--- src/hdl/cmpce_pkg.sv ---
// Constants, field layout and carrier types for the comparator control block.
// Assumes one 10 MHz clock and a synchronous active-high reset.
package cmpce_pkg;

	////////////////////////////////////////////////////////////////////////
	// Register map
	localparam logic [3:0] CMPCE_ADDR_CONTROL = 4'h0;
	localparam logic [3:0] CMPCE_ADDR_IRQ_STATUS = 4'h1;
	localparam logic [3:0] CMPCE_ADDR_IRQ_MASK = 4'h2;
	localparam logic [15:0] CMPCE_CONTROL_RESET = 16'h0000;
	localparam logic [15:0] CMPCE_CONTROL_WMASK = 16'hf2db;
	localparam logic [1:0] CMPCE_IRQ_RESET = 2'h0;

	////////////////////////////////////////////////////////////////////////
	// Control field positions
	localparam int CMPCE_BIT_ENABLE = 15;
	localparam int CMPCE_BIT_PIN_EN = 14;
	localparam int CMPCE_BIT_INVERT = 13;
	localparam int CMPCE_BIT_LOW_POWER = 12;
	localparam int CMPCE_BIT_EVENT = 9;
	localparam int CMPCE_BIT_RESULT = 8;
	localparam int CMPCE_EDGE_LSB = 6;
	localparam int CMPCE_PSEL_LSB = 3;
	localparam int CMPCE_NSEL_LSB = 0;

	// Interrupt status bits: event, any result change
	localparam int CMPCE_IRQ_EVENT = 0;
	localparam int CMPCE_IRQ_CHANGE = 1;

	typedef enum logic [1:0] {
		CMPCE_EDGE_OFF = 2'h0,
		CMPCE_EDGE_RISE = 2'h1,
		CMPCE_EDGE_FALL = 2'h2,
		CMPCE_EDGE_ANY = 2'h3
	} cmpce_edge_t;

	typedef struct packed {
		logic channel_enable;
		logic output_pin_enable;
		logic output_invert;
		logic low_power_select;
		logic [1:0] positive_input_select;
		logic [1:0] negative_input_select;
	} cmpce_analog_ctl_t;

	typedef struct packed {
		logic [3:0] addr;
		logic [15:0] wdata;
		logic wr;
		logic rd;
	} cmpce_bus_t;

endpackage

--- src/hdl/cmpce_top.sv ---
// Control register, event logic and interrupt for one comparator channel.
// Assumes the analog comparator output arrives asynchronously on a pin.
//
// Our own choices: the register offsets and the address-and-strobe port.
module cmpce_top
	import cmpce_pkg::*;
(
	input wire logic clk_in,
	input wire logic rst_in,
	input wire logic [3:0] addr_in,
	input wire logic [15:0] wdata_in,
	input wire logic wr_in,
	input wire logic rd_in,
	input wire logic comparator_raw_in,
	output logic [15:0] rdata_out,
	output logic [7:0] analog_ctl_out,
	output logic result_pin_out,
	output logic result_pin_oe_out,
	output logic irq_out
);

	////////////////////////////////////////////////////////////////////////
	// Bus decode
	cmpce_bus_t bus;
	assign bus = '{addr: addr_in, wdata: wdata_in, wr: wr_in, rd: rd_in};

	wire wr_control = bus.wr && (bus.addr == CMPCE_ADDR_CONTROL);
	wire wr_status = bus.wr && (bus.addr == CMPCE_ADDR_IRQ_STATUS);
	wire wr_mask = bus.wr && (bus.addr == CMPCE_ADDR_IRQ_MASK);

	logic [15:0] control;
	logic [1:0] irq_status;
	logic [1:0] irq_mask;
	logic result_prev;
	logic first_done;
	logic raw_sync;

	cmpce_sync u_sync (
		.clk_in(clk_in),
		.rst_in(rst_in),
		.async_in(comparator_raw_in),
		.sync_out(raw_sync)
	);

	////////////////////////////////////////////////////////////////////////
	// Result path
	wire enabled = control[CMPCE_BIT_ENABLE];
	wire cmpce_edge_t edge_sel = cmpce_edge_t'(control[CMPCE_EDGE_LSB +: 2]);
	wire result = enabled & (raw_sync ^ control[CMPCE_BIT_INVERT]);

	wire rise = result & ~result_prev;
	wire fall = ~result & result_prev;
	wire change = result ^ result_prev;

	wire edge_match = (edge_sel == CMPCE_EDGE_RISE) ? rise :
		(edge_sel == CMPCE_EDGE_FALL) ? fall :
		(edge_sel == CMPCE_EDGE_ANY) ? change : 1'b0;
	wire trig_cond = first_done ? edge_match : change;
	wire trigger = enabled && (edge_sel != CMPCE_EDGE_OFF) && trig_cond &&
		!control[CMPCE_BIT_EVENT];

	// Software clear wins over an edge in the same cycle; trigger is blocked while the event flag is set
	// writable mask, result read-only
	wire [15:0] next_control_w = wr_control ? (bus.wdata & CMPCE_CONTROL_WMASK) :
		(control & CMPCE_CONTROL_WMASK);
	wire [15:0] next_control = next_control_w |
		({15'h0000, trigger} << CMPCE_BIT_EVENT);

	// Any edge selection change rearms the first-interrupt rule
	wire edge_rewrite = wr_control &&
		(bus.wdata[CMPCE_EDGE_LSB +: 2] != control[CMPCE_EDGE_LSB +: 2]);
	wire next_first_done = edge_rewrite ? 1'b0 : (first_done | trigger);

	wire [1:0] irq_set = {enabled & change, trigger};
	wire [1:0] next_irq_status = (irq_status & ~(wr_status ? bus.wdata[1:0] : 2'h0)) |
		irq_set;

	wire [15:0] control_view = {control[15:9], result, control[7:0]};
	wire [15:0] next_rdata = !bus.rd ? 16'h0000 :
		(bus.addr == CMPCE_ADDR_CONTROL) ? control_view :
		(bus.addr == CMPCE_ADDR_IRQ_STATUS) ? {14'h0000, irq_status} :
		(bus.addr == CMPCE_ADDR_IRQ_MASK) ? {14'h0000, irq_mask} : 16'h0000;

	cmpce_analog_ctl_t next_analog;
	assign next_analog = '{
		channel_enable: next_control[CMPCE_BIT_ENABLE],
		output_pin_enable: next_control[CMPCE_BIT_PIN_EN],
		output_invert: next_control[CMPCE_BIT_INVERT],
		low_power_select: next_control[CMPCE_BIT_LOW_POWER],
		positive_input_select: next_control[CMPCE_PSEL_LSB +: 2],
		negative_input_select: next_control[CMPCE_NSEL_LSB +: 2]
	};

	////////////////////////////////////////////////////////////////////////
	// State
	always_ff @(posedge clk_in) begin
		if (rst_in) begin
			control <= CMPCE_CONTROL_RESET;
			irq_status <= CMPCE_IRQ_RESET;
			irq_mask <= CMPCE_IRQ_RESET;
			result_prev <= 1'b0;
			first_done <= 1'b0;
		end else begin
			control <= next_control;
			irq_status <= next_irq_status;
			irq_mask <= wr_mask ? bus.wdata[1:0] : irq_mask;
			result_prev <= result;
			first_done <= next_first_done;
		end
	end

	////////////////////////////////////////////////////////////////////////
	// Registered outputs
	always_ff @(posedge clk_in) begin
		if (rst_in) begin
			rdata_out <= 16'h0000;
			analog_ctl_out <= 8'h00;
			result_pin_out <= 1'b0;
			result_pin_oe_out <= 1'b0;
			irq_out <= 1'b0;
		end else begin
			rdata_out <= next_rdata;
			analog_ctl_out <= next_analog;
			result_pin_out <= result & control[CMPCE_BIT_PIN_EN];
			result_pin_oe_out <= enabled & control[CMPCE_BIT_PIN_EN];
			irq_out <= |(next_irq_status & irq_mask);
		end
	end

endmodule

--- src/hdl/cmpce_sync.sv ---
// Two-stage synchroniser for the raw comparator level.
// Assumes the input is asynchronous to clk_in.
module cmpce_sync
	import cmpce_pkg::*;
(
	input wire logic clk_in,
	input wire logic rst_in,
	input wire logic async_in,
	output logic sync_out
);

	logic stage1;

	always_ff @(posedge clk_in) begin
		if (rst_in) begin
			stage1 <= 1'b0;
			sync_out <= 1'b0;
		end else begin
			stage1 <= async_in;
			sync_out <= stage1;
		end
	end

endmodule

--- config.mk ---
export PLATFORM = sky130hd
export DESIGN_NAME = cmpce_top
export DESIGN_NICKNAME = d
export VERILOG_FILES = /design/src/hdl/cmpce_pkg.sv /design/src/hdl/cmpce_top.sv /design/src/hdl/cmpce_sync.sv
export SDC_FILE = /design/constraint.sdc
export NUM_CORES = 1
export LEC_CHECK = 0
export BUFFER_PORTS_ARGS = -buffer_cell sky130_fd_sc_hd__buf_2
export CORE_MARGIN = 3
export CORE_UTILIZATION = 40
export DETAILED_ROUTE_END_ITERATION = 10
export PLACE_DENSITY = 0.67
export SYNTH_ARGS = -nofsm -noshare
export SYNTH_HDL_FRONTEND = slang
export SYNTH_SLANG_ARGS = --single-unit
export TNS_END_PERCENT = 10
--- constraint.sdc ---
create_clock -name clk_in -period 2 [get_ports clk_in]
set_input_delay 0 -clock clk_in [delete_from_list [all_inputs] [get_ports clk_in]]
set_output_delay 0 -clock clk_in [all_outputs]
set_load 0.1 [all_outputs]
After elaboration in Yosys (flattened, before gate mapping)
Index checks and enable logic that the tools add are counted.
Word-level totals
  flip-flop bits (word level): 51
  bits in latches: 0
  bits in writable memories: 0
  bits in read-only memories: 0
  input bits: 25
  output and inout bits: 27
  word-level logic and storage cells: 57
  memories: 0
Cells by class
  add/sub/neg operators: 0
  multiply operators: 0
  div/mod/pow operators: 0
  magnitude comparators: 0
  eq/ne operators: 6
  shift operators: 0
  muxes and demuxes: 9
  bitwise gates (word level): 17
  reduce and logical (&&, ||, !) cells: 13
Operators with widths (number)
  16-bit two-way mux: 2
  16-bit by 10-bit OR with 16-bit output: 1
  1-bit logical AND: 7
  1-bit AND: 6
  2-bit two-way mux: 3
  2-bit OR reduction: 3
  2-bit AND: 2
  2-bit equality test (second input constant): 2
  4-bit by 1-bit equality test with 1-bit output (second input constant): 1
  4-bit by 2-bit equality test with 1-bit output (second input constant): 1
  4-bit zero test: 1
  1-bit two-way mux: 4
  1-bit inverter: 3
  2-bit by 1-bit equality test with 1-bit output (second input constant): 1
  2-bit inequality test: 1
  2-bit inverter: 1
  2-bit OR: 1
  2-bit nonzero test: 1
  1-bit XOR: 2
  1-bit zero test: 1
  1-bit OR: 1

Longest topological paths before layout
Gate-level depths: netlist of the first run.
  depth in word-level cells: 12
  depth in mapped cells: 8

By module
Synthesis of the first run repeated with hierarchy kept, for this count alone.
Unflattened totals
  cells, all modules: 135
  area, all modules: 1375.1 sq um
Modules (own cells, without submodules)
  cmpce_top: times used 1, cells each 131, area an instance 1322.5 sq um
  cmpce_sync: times used 1, cells each 4, area an instance 52.6 sq um

Least setup slack after synthesis of the first run
Ideal clock, no wire load.
  path kind: reg-to-reg
  from: register, netlist name analog_ctl_out[5]
  to: register irq_out
  data arrival time: 1.496 ns
  path slack: 0.416 ns
  stages on the path, launching flop included: 8
  clock period less this slack: 1.584 ns
  path through: dfxtp_1 -> xor2_1 -> nand2_1 -> inv_1 -> ha_1 -> a2111oi_4 -> a22oi_2 -> o32ai_2
RTL lines
  to (signal assigned): line cmpce_top.sv:126  | irq_out <= |(next_irq_status & irq_mask);
  to (decl): line cmpce_top.sv:19  | output logic irq_out

==> flow_summary.yaml, run 1 <==
finish:
  stdcell_area_um2: 1750
  ff_latch_area_um2: 681
  mostFrequentLayoutCell: "buf_2"
  combined_area_of_the_multi_input_logic_cells_um2: 582
  areaGrowthSynthToFinish_pct: 27.4
  antennaDiodeCount: 0
  fillCellCount: 301
  layout-drive-gt1-share_pct: 30.3
  fin_nets: 215
  finish.utilization_pct: 55.6
  final_cell_mix: "42 x buf_2, 34 x dfxtp_1, 19 x nor2_1, 15 x dlygate4sd3_1, 13 x mux2i_1"
  layout.cells.non_filler: 232
synthesis:
  synth_area_per_cell_um2: 10.2
  cells_taking_the_most_area_after_synthesis: "dfxtp_1 49%, mux2i_1 9.5%, buf_4 7.1%"
  yosysWarnings: 0
  synthesized_area_fraction_occupied_by_adder_cells_pct: 1.82
  synth_largest_type_area_fraction_pct: 49.5
  yosysUniqueCellTypes: 31
  synth.ff_latch_count: 34
  ys_seq_area_share_pct: 49.5
  synthXorXnorAreaFrac_pct: 1.91
  synth_area_leader_cell: "dfxtp_1"
  synth.area.mux_share_pct: 9.46
  synth.cell_area_um2: 1380
  syn_inst: 135
  synth-compound-area-share_pct: 8.28
  synth_simple_gate_area_share_pct: 19.7
  dominant_combinational_cell_family_by_area_after_synthesis: "simple AND/OR/NAND/NOR gates"
setup_path:
  worst-endpoint-arrival_ns: 2.00
  crit_path_end_kind: "flip-flop"
  worstPathRequired_ns: 2.24
  worst_setup_path_start_kind: "flip-flop"
  path_cells: "xor2_1 > nand2_1 > inv_1 > ha_1 > a2111oi_4 > a22oi_2 > o32ai_2"
  max_stage_delay_ns: 0.38
  setup.worst_path.class: "flip-flop to flip-flop"
  critPathMaxFanout: 4
  critPathTopFamily: "compound AO/OA/AOI/OAI gates"
  crit_slowest_cell: "dfxtp_1"
  buffering_stage_count_on_the_worst_path_with_inverters_included: 1
pwr:
  pwr-share-comb_pct: 11.6
  max-vdd-ir-drop_v: 0.000274
  power.internal_mw: 0.855
  clock_power_share_pct: 28.8
  p_sw_mw: 0.296
  report.power.total_mw: 1.15
  powerDensity_nw_per_um2: 657
  switching_share_pct: 25.7
  power_frac_seq_pct: 59.6
  power_leakage_nw: 0.856
global_route:
  grt_start_max_net_pins: 25
  grt_first_pass_wirelength_um: 4530
  grt.total_usage_pct: 14.1
  number_of_antenna_violations_at_the_first_check_in_global_routing: 0
  grt_remaining_overflow: 0
  first_global_vias: 1041
floorplan:
  std_cell_rows: 20
  die_w_um: 64.6
  die_h_um: 64.6
  initial_utilization_pct: 43.6
  placeableCoreArea_um2: 3150
  design.die.area_um2: 4180
  io_pins: 52
timing:
  layout_setup_ws_ns: 0.247
  timing.final.crit_period_ns: 1.75
  rsz0062_at_grt: "false"
  timing.slew.headroom_pct: 64.5
  fin_skew_ns: 0.00658
  setup_viol_count_final: 0
  max_freq_mhz: 571
  timing.final.crit_share_pct: 87.6
  final_max_slew_viol_count: 0
  tightest_slew_ns: 0.530
  final_count_of_hold_timing_violations: 0
  final.setup.tns_ns: 0
  holdWs_ns: 0.0406
placed_design:
  pre_cts_ws_ns: 0.252
  place.detailed.instances: 210
  place_congestion: 0.781
  buffer_ports.inserted: 42
  postPlaceCellArea_um2: 1550
  dp_hpwl_um: 1920
drt:
  detailedRoute.firstPassIterationCount: 4
  detailroute.via_count: 1078
  final_routed_wirelength_across_all_metal_layers_um: 2650
  route.detailed.vias_per_inst: 4.65
  drc: 0
  first_iter_violations: 40
  detail_route.wl_per_cell_um: 11.4
  drtAntennaViolNets: 0
cts:
  clock_sink_count: 34
  clkSlewWorstSetupHoldPaths_ns: 0.09
  postCtsSetupBuffers: 0
  cts_hold_buffers: 15
  cts_tree: "built"
  ctsHtreeMaxLevel: 2
  cts.repair.resized: 0
  buffer_depth_of_the_longest_clock_path: 2
  clk_latency_ns: 0.33
  cts_root_buf: "clkbuf_4"
  tritoncts.num_buffers: 5
job:
  max_cap_violations: 0
outcome:
  run_status: "finished, final reports clean"
worst_hold_path:
  hp-class: "primary input to flip-flop"
-- worst min-delay path: stages --
cell and delay, ns:
buf_2 0.13, o22ai_1 0.07, o21ai_0 0.09, nor2_1 0.04
-- worst paths after layout --
path                                         to  depth (start not counted)  slack (ns)              start
worst max register to register          irq_out                          7        0.25  analog_ctl_out[5]
worst min register to register  u_sync.sync_out                          1        0.45      u_sync.stage1
worst max-delay path                    irq_out                          7        0.25  analog_ctl_out[5]
worst min-delay path               rdata_out[0]                          4        0.04         addr_in[1]
-- logic make-up after synthesis --
group / count (synthesis)
adders and majority gates: 2
AOI/OAI and AO/OA: 12
and+or+nand+nor: 50
DFF: 34
buffers and inverters: 20
muxes: 13
xor gates and xnor gates: 3
other: 1
-- per-layer routing --
metal,up-vias,global-route usage (%),part of all wire [%]
met1,497,15.7,42
met2,40,23.6,49
met5,-,0,0
li1,536,-,-
met3,5,5.89,7.4
met4,0,6.33,1.2
-- power groups by stage --
stage	Combinational (mW)	Clock [mW]	Sequential (mW)
finish	0.134	0.331	0.686
global route	0.143	0.377	0.687
CTS	0.134	0.347	0.686
detailed placement	0.113	0	0.702
global placement	0.112	0	0.701
floorplan	0.0865	0	0.704
-- area by class of cell --
class	count	area share (%)
sequential	34	38.9
multi-input combinational	84	33.2
timing repair buffer	58	21.0
tap	44	3.14
clock buffer	5	2.14
inverter	5	1.07
clock inverter	2	0.571
-- flip-flops by register name, indices dropped and copies added (netlist names), 2 cells and up --
name	flops
analog_ctl_out	8
control	3
irq_mask	2
irq_status	2
rdata_out	12
-- cell usage after synthesis --
library cell	n
nor3_2	1
xor2_1	1
nor2_1	19
a21bo_1	1
a2bb2oi_1	1
nor2b_1	5
a2111oi_4	1
dfxtp_1	34
a21oi_1	2
nand4_1	2
a22oi_2	1
and2_1	10
mux2i_1	13
xnor2_1	2
and2_2	1
nor2_2	1
ha_1	2
conb_1	1
nand4b_1	1
inv_1	5
nand2_1	4
o32ai_2	1
clkbuf_1	2
o22ai_1	3
nand3b_1	1
nor3b_2	1
nand3_1	1
nor3b_1	2
nand2b_1	1
buf_4	13
o21ai_0	2
No activity file was read; power rests on OpenSTA's default activity.
==> run 2, diff against run 1 <==
==> constraint.sdc (replaced) <==
create_clock -name clk_in -period 1.9 [get_ports clk_in]
set_input_delay 0 -clock clk_in [delete_from_list [all_inputs] [get_ports clk_in]]
set_output_delay 0 -clock clk_in [all_outputs]
set_load 0.1 [all_outputs]
==> run 2 against run 1 <==
Net effect: non-clock buffer count did not move; setup slack got worse by 0.076 ns; critical path type unchanged; first-iteration DRC count rose by 15%; global-route usage rose by 0.77 points; hold slack got worse by 0.0040 ns; largest cell class unchanged; critical path depth did not move; largest power group unchanged; die area did not move; sequential share of layout area fell by 0.44 points; via count fell by 2.9%; maximum frequency rose by 1.4%.
==> flow_summary.yaml, run 2 (synthesis gave the netlist of run 1 again) <==
outcome:
  run_status: "finished, final reports clean"
floorplan:
  design.die.area_um2: 4180
  io_pins: 52
  std_cell_rows: 20
  initial_utilization_pct: 43.6
  die_w_um: 64.6
  placeableCoreArea_um2: 3150
  die_h_um: 64.6
global_route:
  grt_first_pass_wirelength_um: 4680
  number_of_antenna_violations_at_the_first_check_in_global_routing: 0
  grt.total_usage_pct: 14.9
  first_global_vias: 1062
  grt_start_max_net_pins: 25
  grt_remaining_overflow: 0
drt:
  drc: 0
  detail_route.wl_per_cell_um: 12.1
  detailedRoute.firstPassIterationCount: 4
  final_routed_wirelength_across_all_metal_layers_um: 2820
  detailroute.wirelength.met2_um: 1370
  drtAntennaViolNets: 0
  first_iter_violations: 46
  met1Wirelength_um: 1200
  route.detailed.vias_per_inst: 4.49
  route.met3.wl_um: 151
  uppermost_layer_routed: "met4"
  detailroute.via_count: 1047
finish:
  mostFrequentLayoutCell: "buf_2"
  finish.utilization_pct: 56.2
  areaGrowthSynthToFinish_pct: 28.8
  fin_nets: 215
  layout-drive-gt1-share_pct: 30.7
  register_bank_with_the_most_flops: "rdata_out"
  largest_register_ff_count: 12
  antennaDiodeCount: 0
  top_regs: "rdata_out: 12 flops, analog_ctl_out: 8 flops, control: 3 flops"
  fillCellCount: 311
  final_cell_mix: "42 x buf_2, 34 x dfxtp_1, 19 x nor2_1, 15 x dlygate4sd3_1, 13 x mux2i_1"
placed_design:
  place_congestion: 0.779
  buffer_ports.inserted: 42
  dp_hpwl_um: 1950
  pre_cts_ws_ns: 0.135
pwr:
  switching_share_pct: 26.0
  clock_power_share_pct: 32.5
  powerDensity_nw_per_um2: 722
  report.power.total_mw: 1.28
  pwr-share-comb_pct: 11.1
  max-vdd-ir-drop_v: 0.000341
  power_leakage_nw: 0.860
  p_sw_mw: 0.333
  power_frac_seq_pct: 56.5
  power.internal_mw: 0.947
setup_path:
  regToRegStartpoint: "analog_ctl_out[5]"
  critPathMaxFanout: 4
  critical_path.reg2reg.endpoint: "irq_out"
  crit_start: "analog_ctl_out[5]"
  r2r.worst_path.cells: 7
  crit_end: "irq_out"
  worstPathRequired_ns: 2.16
  worst_setup_path_start_kind: "flip-flop"
  timing.reg2reg.setup_slack_ns: 0.17
  worst-endpoint-arrival_ns: 1.98
  setup.worst_path.class: "flip-flop to flip-flop"
  crit_path_end_kind: "flip-flop"
job:
  max_cap_violations: 0
cts:
  cts_root_buf: "clkbuf_4"
  clk_latency_ns: 0.34
  clkSlewWorstSetupHoldPaths_ns: 0.10
  tritoncts.num_buffers: 5
  postCtsSetupBuffers: 0
  buffer_depth_of_the_longest_clock_path: 2
  cts_tree: "built"
  ctsHtreeMaxLevel: 2
  clock_sink_count: 34
worst_hold_path:
  hp-class: "primary input to flip-flop"
timing:
  timing.slew.headroom_pct: 64.8
  final_max_slew_viol_count: 0
  final.setup.tns_ns: 0
  timing.final.crit_share_pct: 91.0
  fin_skew_ns: 0.00357
  timing.final.crit_period_ns: 1.73
  rsz0062_at_grt: "false"
  setup_viol_count_final: 0
  max_freq_mhz: 578
  tightest_slew_ns: 0.525
  final_count_of_hold_timing_violations: 0
  layout_setup_ws_ns: 0.171
-- run 2: worst min-delay path by stage --
stage | startpoint | cells past startpoint | end
6_report | addr_in[1] | 4 | rdata_out[0]
3_3_place_gp | comparator_raw_in | 2 | u_sync.stage1
4_1_cts | addr_in[1] | 4 | rdata_out[0]
3_5_place_dp | comparator_raw_in | 2 | u_sync.stage1
5_1_grt | addr_in[1] | 4 | rdata_out[0]
2_1_floorplan | rst_in | 1 | result_pin_oe_out
-- run 2: layout make-up --
class,instances,area (um2),area share [%]
inverters,5,18.8,1.06
well taps,44,55.1,3.11
multi-input cells,84,589,33.3
repair buffers,58,368,20.8
clock buffers,7,55.1,3.11
clock inverters,1,5.00,0.282
flip-flops and latches,34,681,38.4
-- run 2: stage by stage --
stage / instances / instance area, um2 / hold slack, ns
2_1_floorplan: 138 / 1390 / 0.0833
3_3_place_gp: 210 / 1550 / 0.208
3_5_place_dp: 210 / 1550 / 0.226
4_1_cts: 233 / 1760 / 0.00426
5_1_grt: 233 / 1770 / 0.0393
6_report: 233 / 1770 / 0.0366
-- run 2: timing repair --
item / in CTS / in global routing
endpoints found under the hold margin: 16 / 0
hold buffers: 15 / 0
resized for setup: 0 / 1
endpoints found under the setup margin: 0 / 1
-- run 2: worst max-delay path, cell delays in order, from the launching register on --
cell	delay, ns
dfxtp_1	0.42
xor2_2	0.18
nand2_1	0.10
inv_1	0.07
ha_1	0.26
a2111oi_4	0.36
a22oi_2	0.14
o32ai_2	0.11
-- run 2: power by group through the flow --
stage                     registers [mW]  clock network, mW  logic, mW
after floorplan                    0.741                  0     0.0911
after global placement             0.738                  0      0.117
after detailed placement           0.739                  0      0.119
after CTS                          0.722              0.428      0.141
after global routing               0.724              0.463      0.150
final                              0.722              0.416      0.142
-- run 2: routing by layer --
metal | vias to the layer above | global-route usage [%]
met3 | 6 | 3.64
met4 | 0 | 11.9
met1 | 467 | 15.6
met2 | 36 | 25.4
met5 | - | 0
li1 | 538 | -
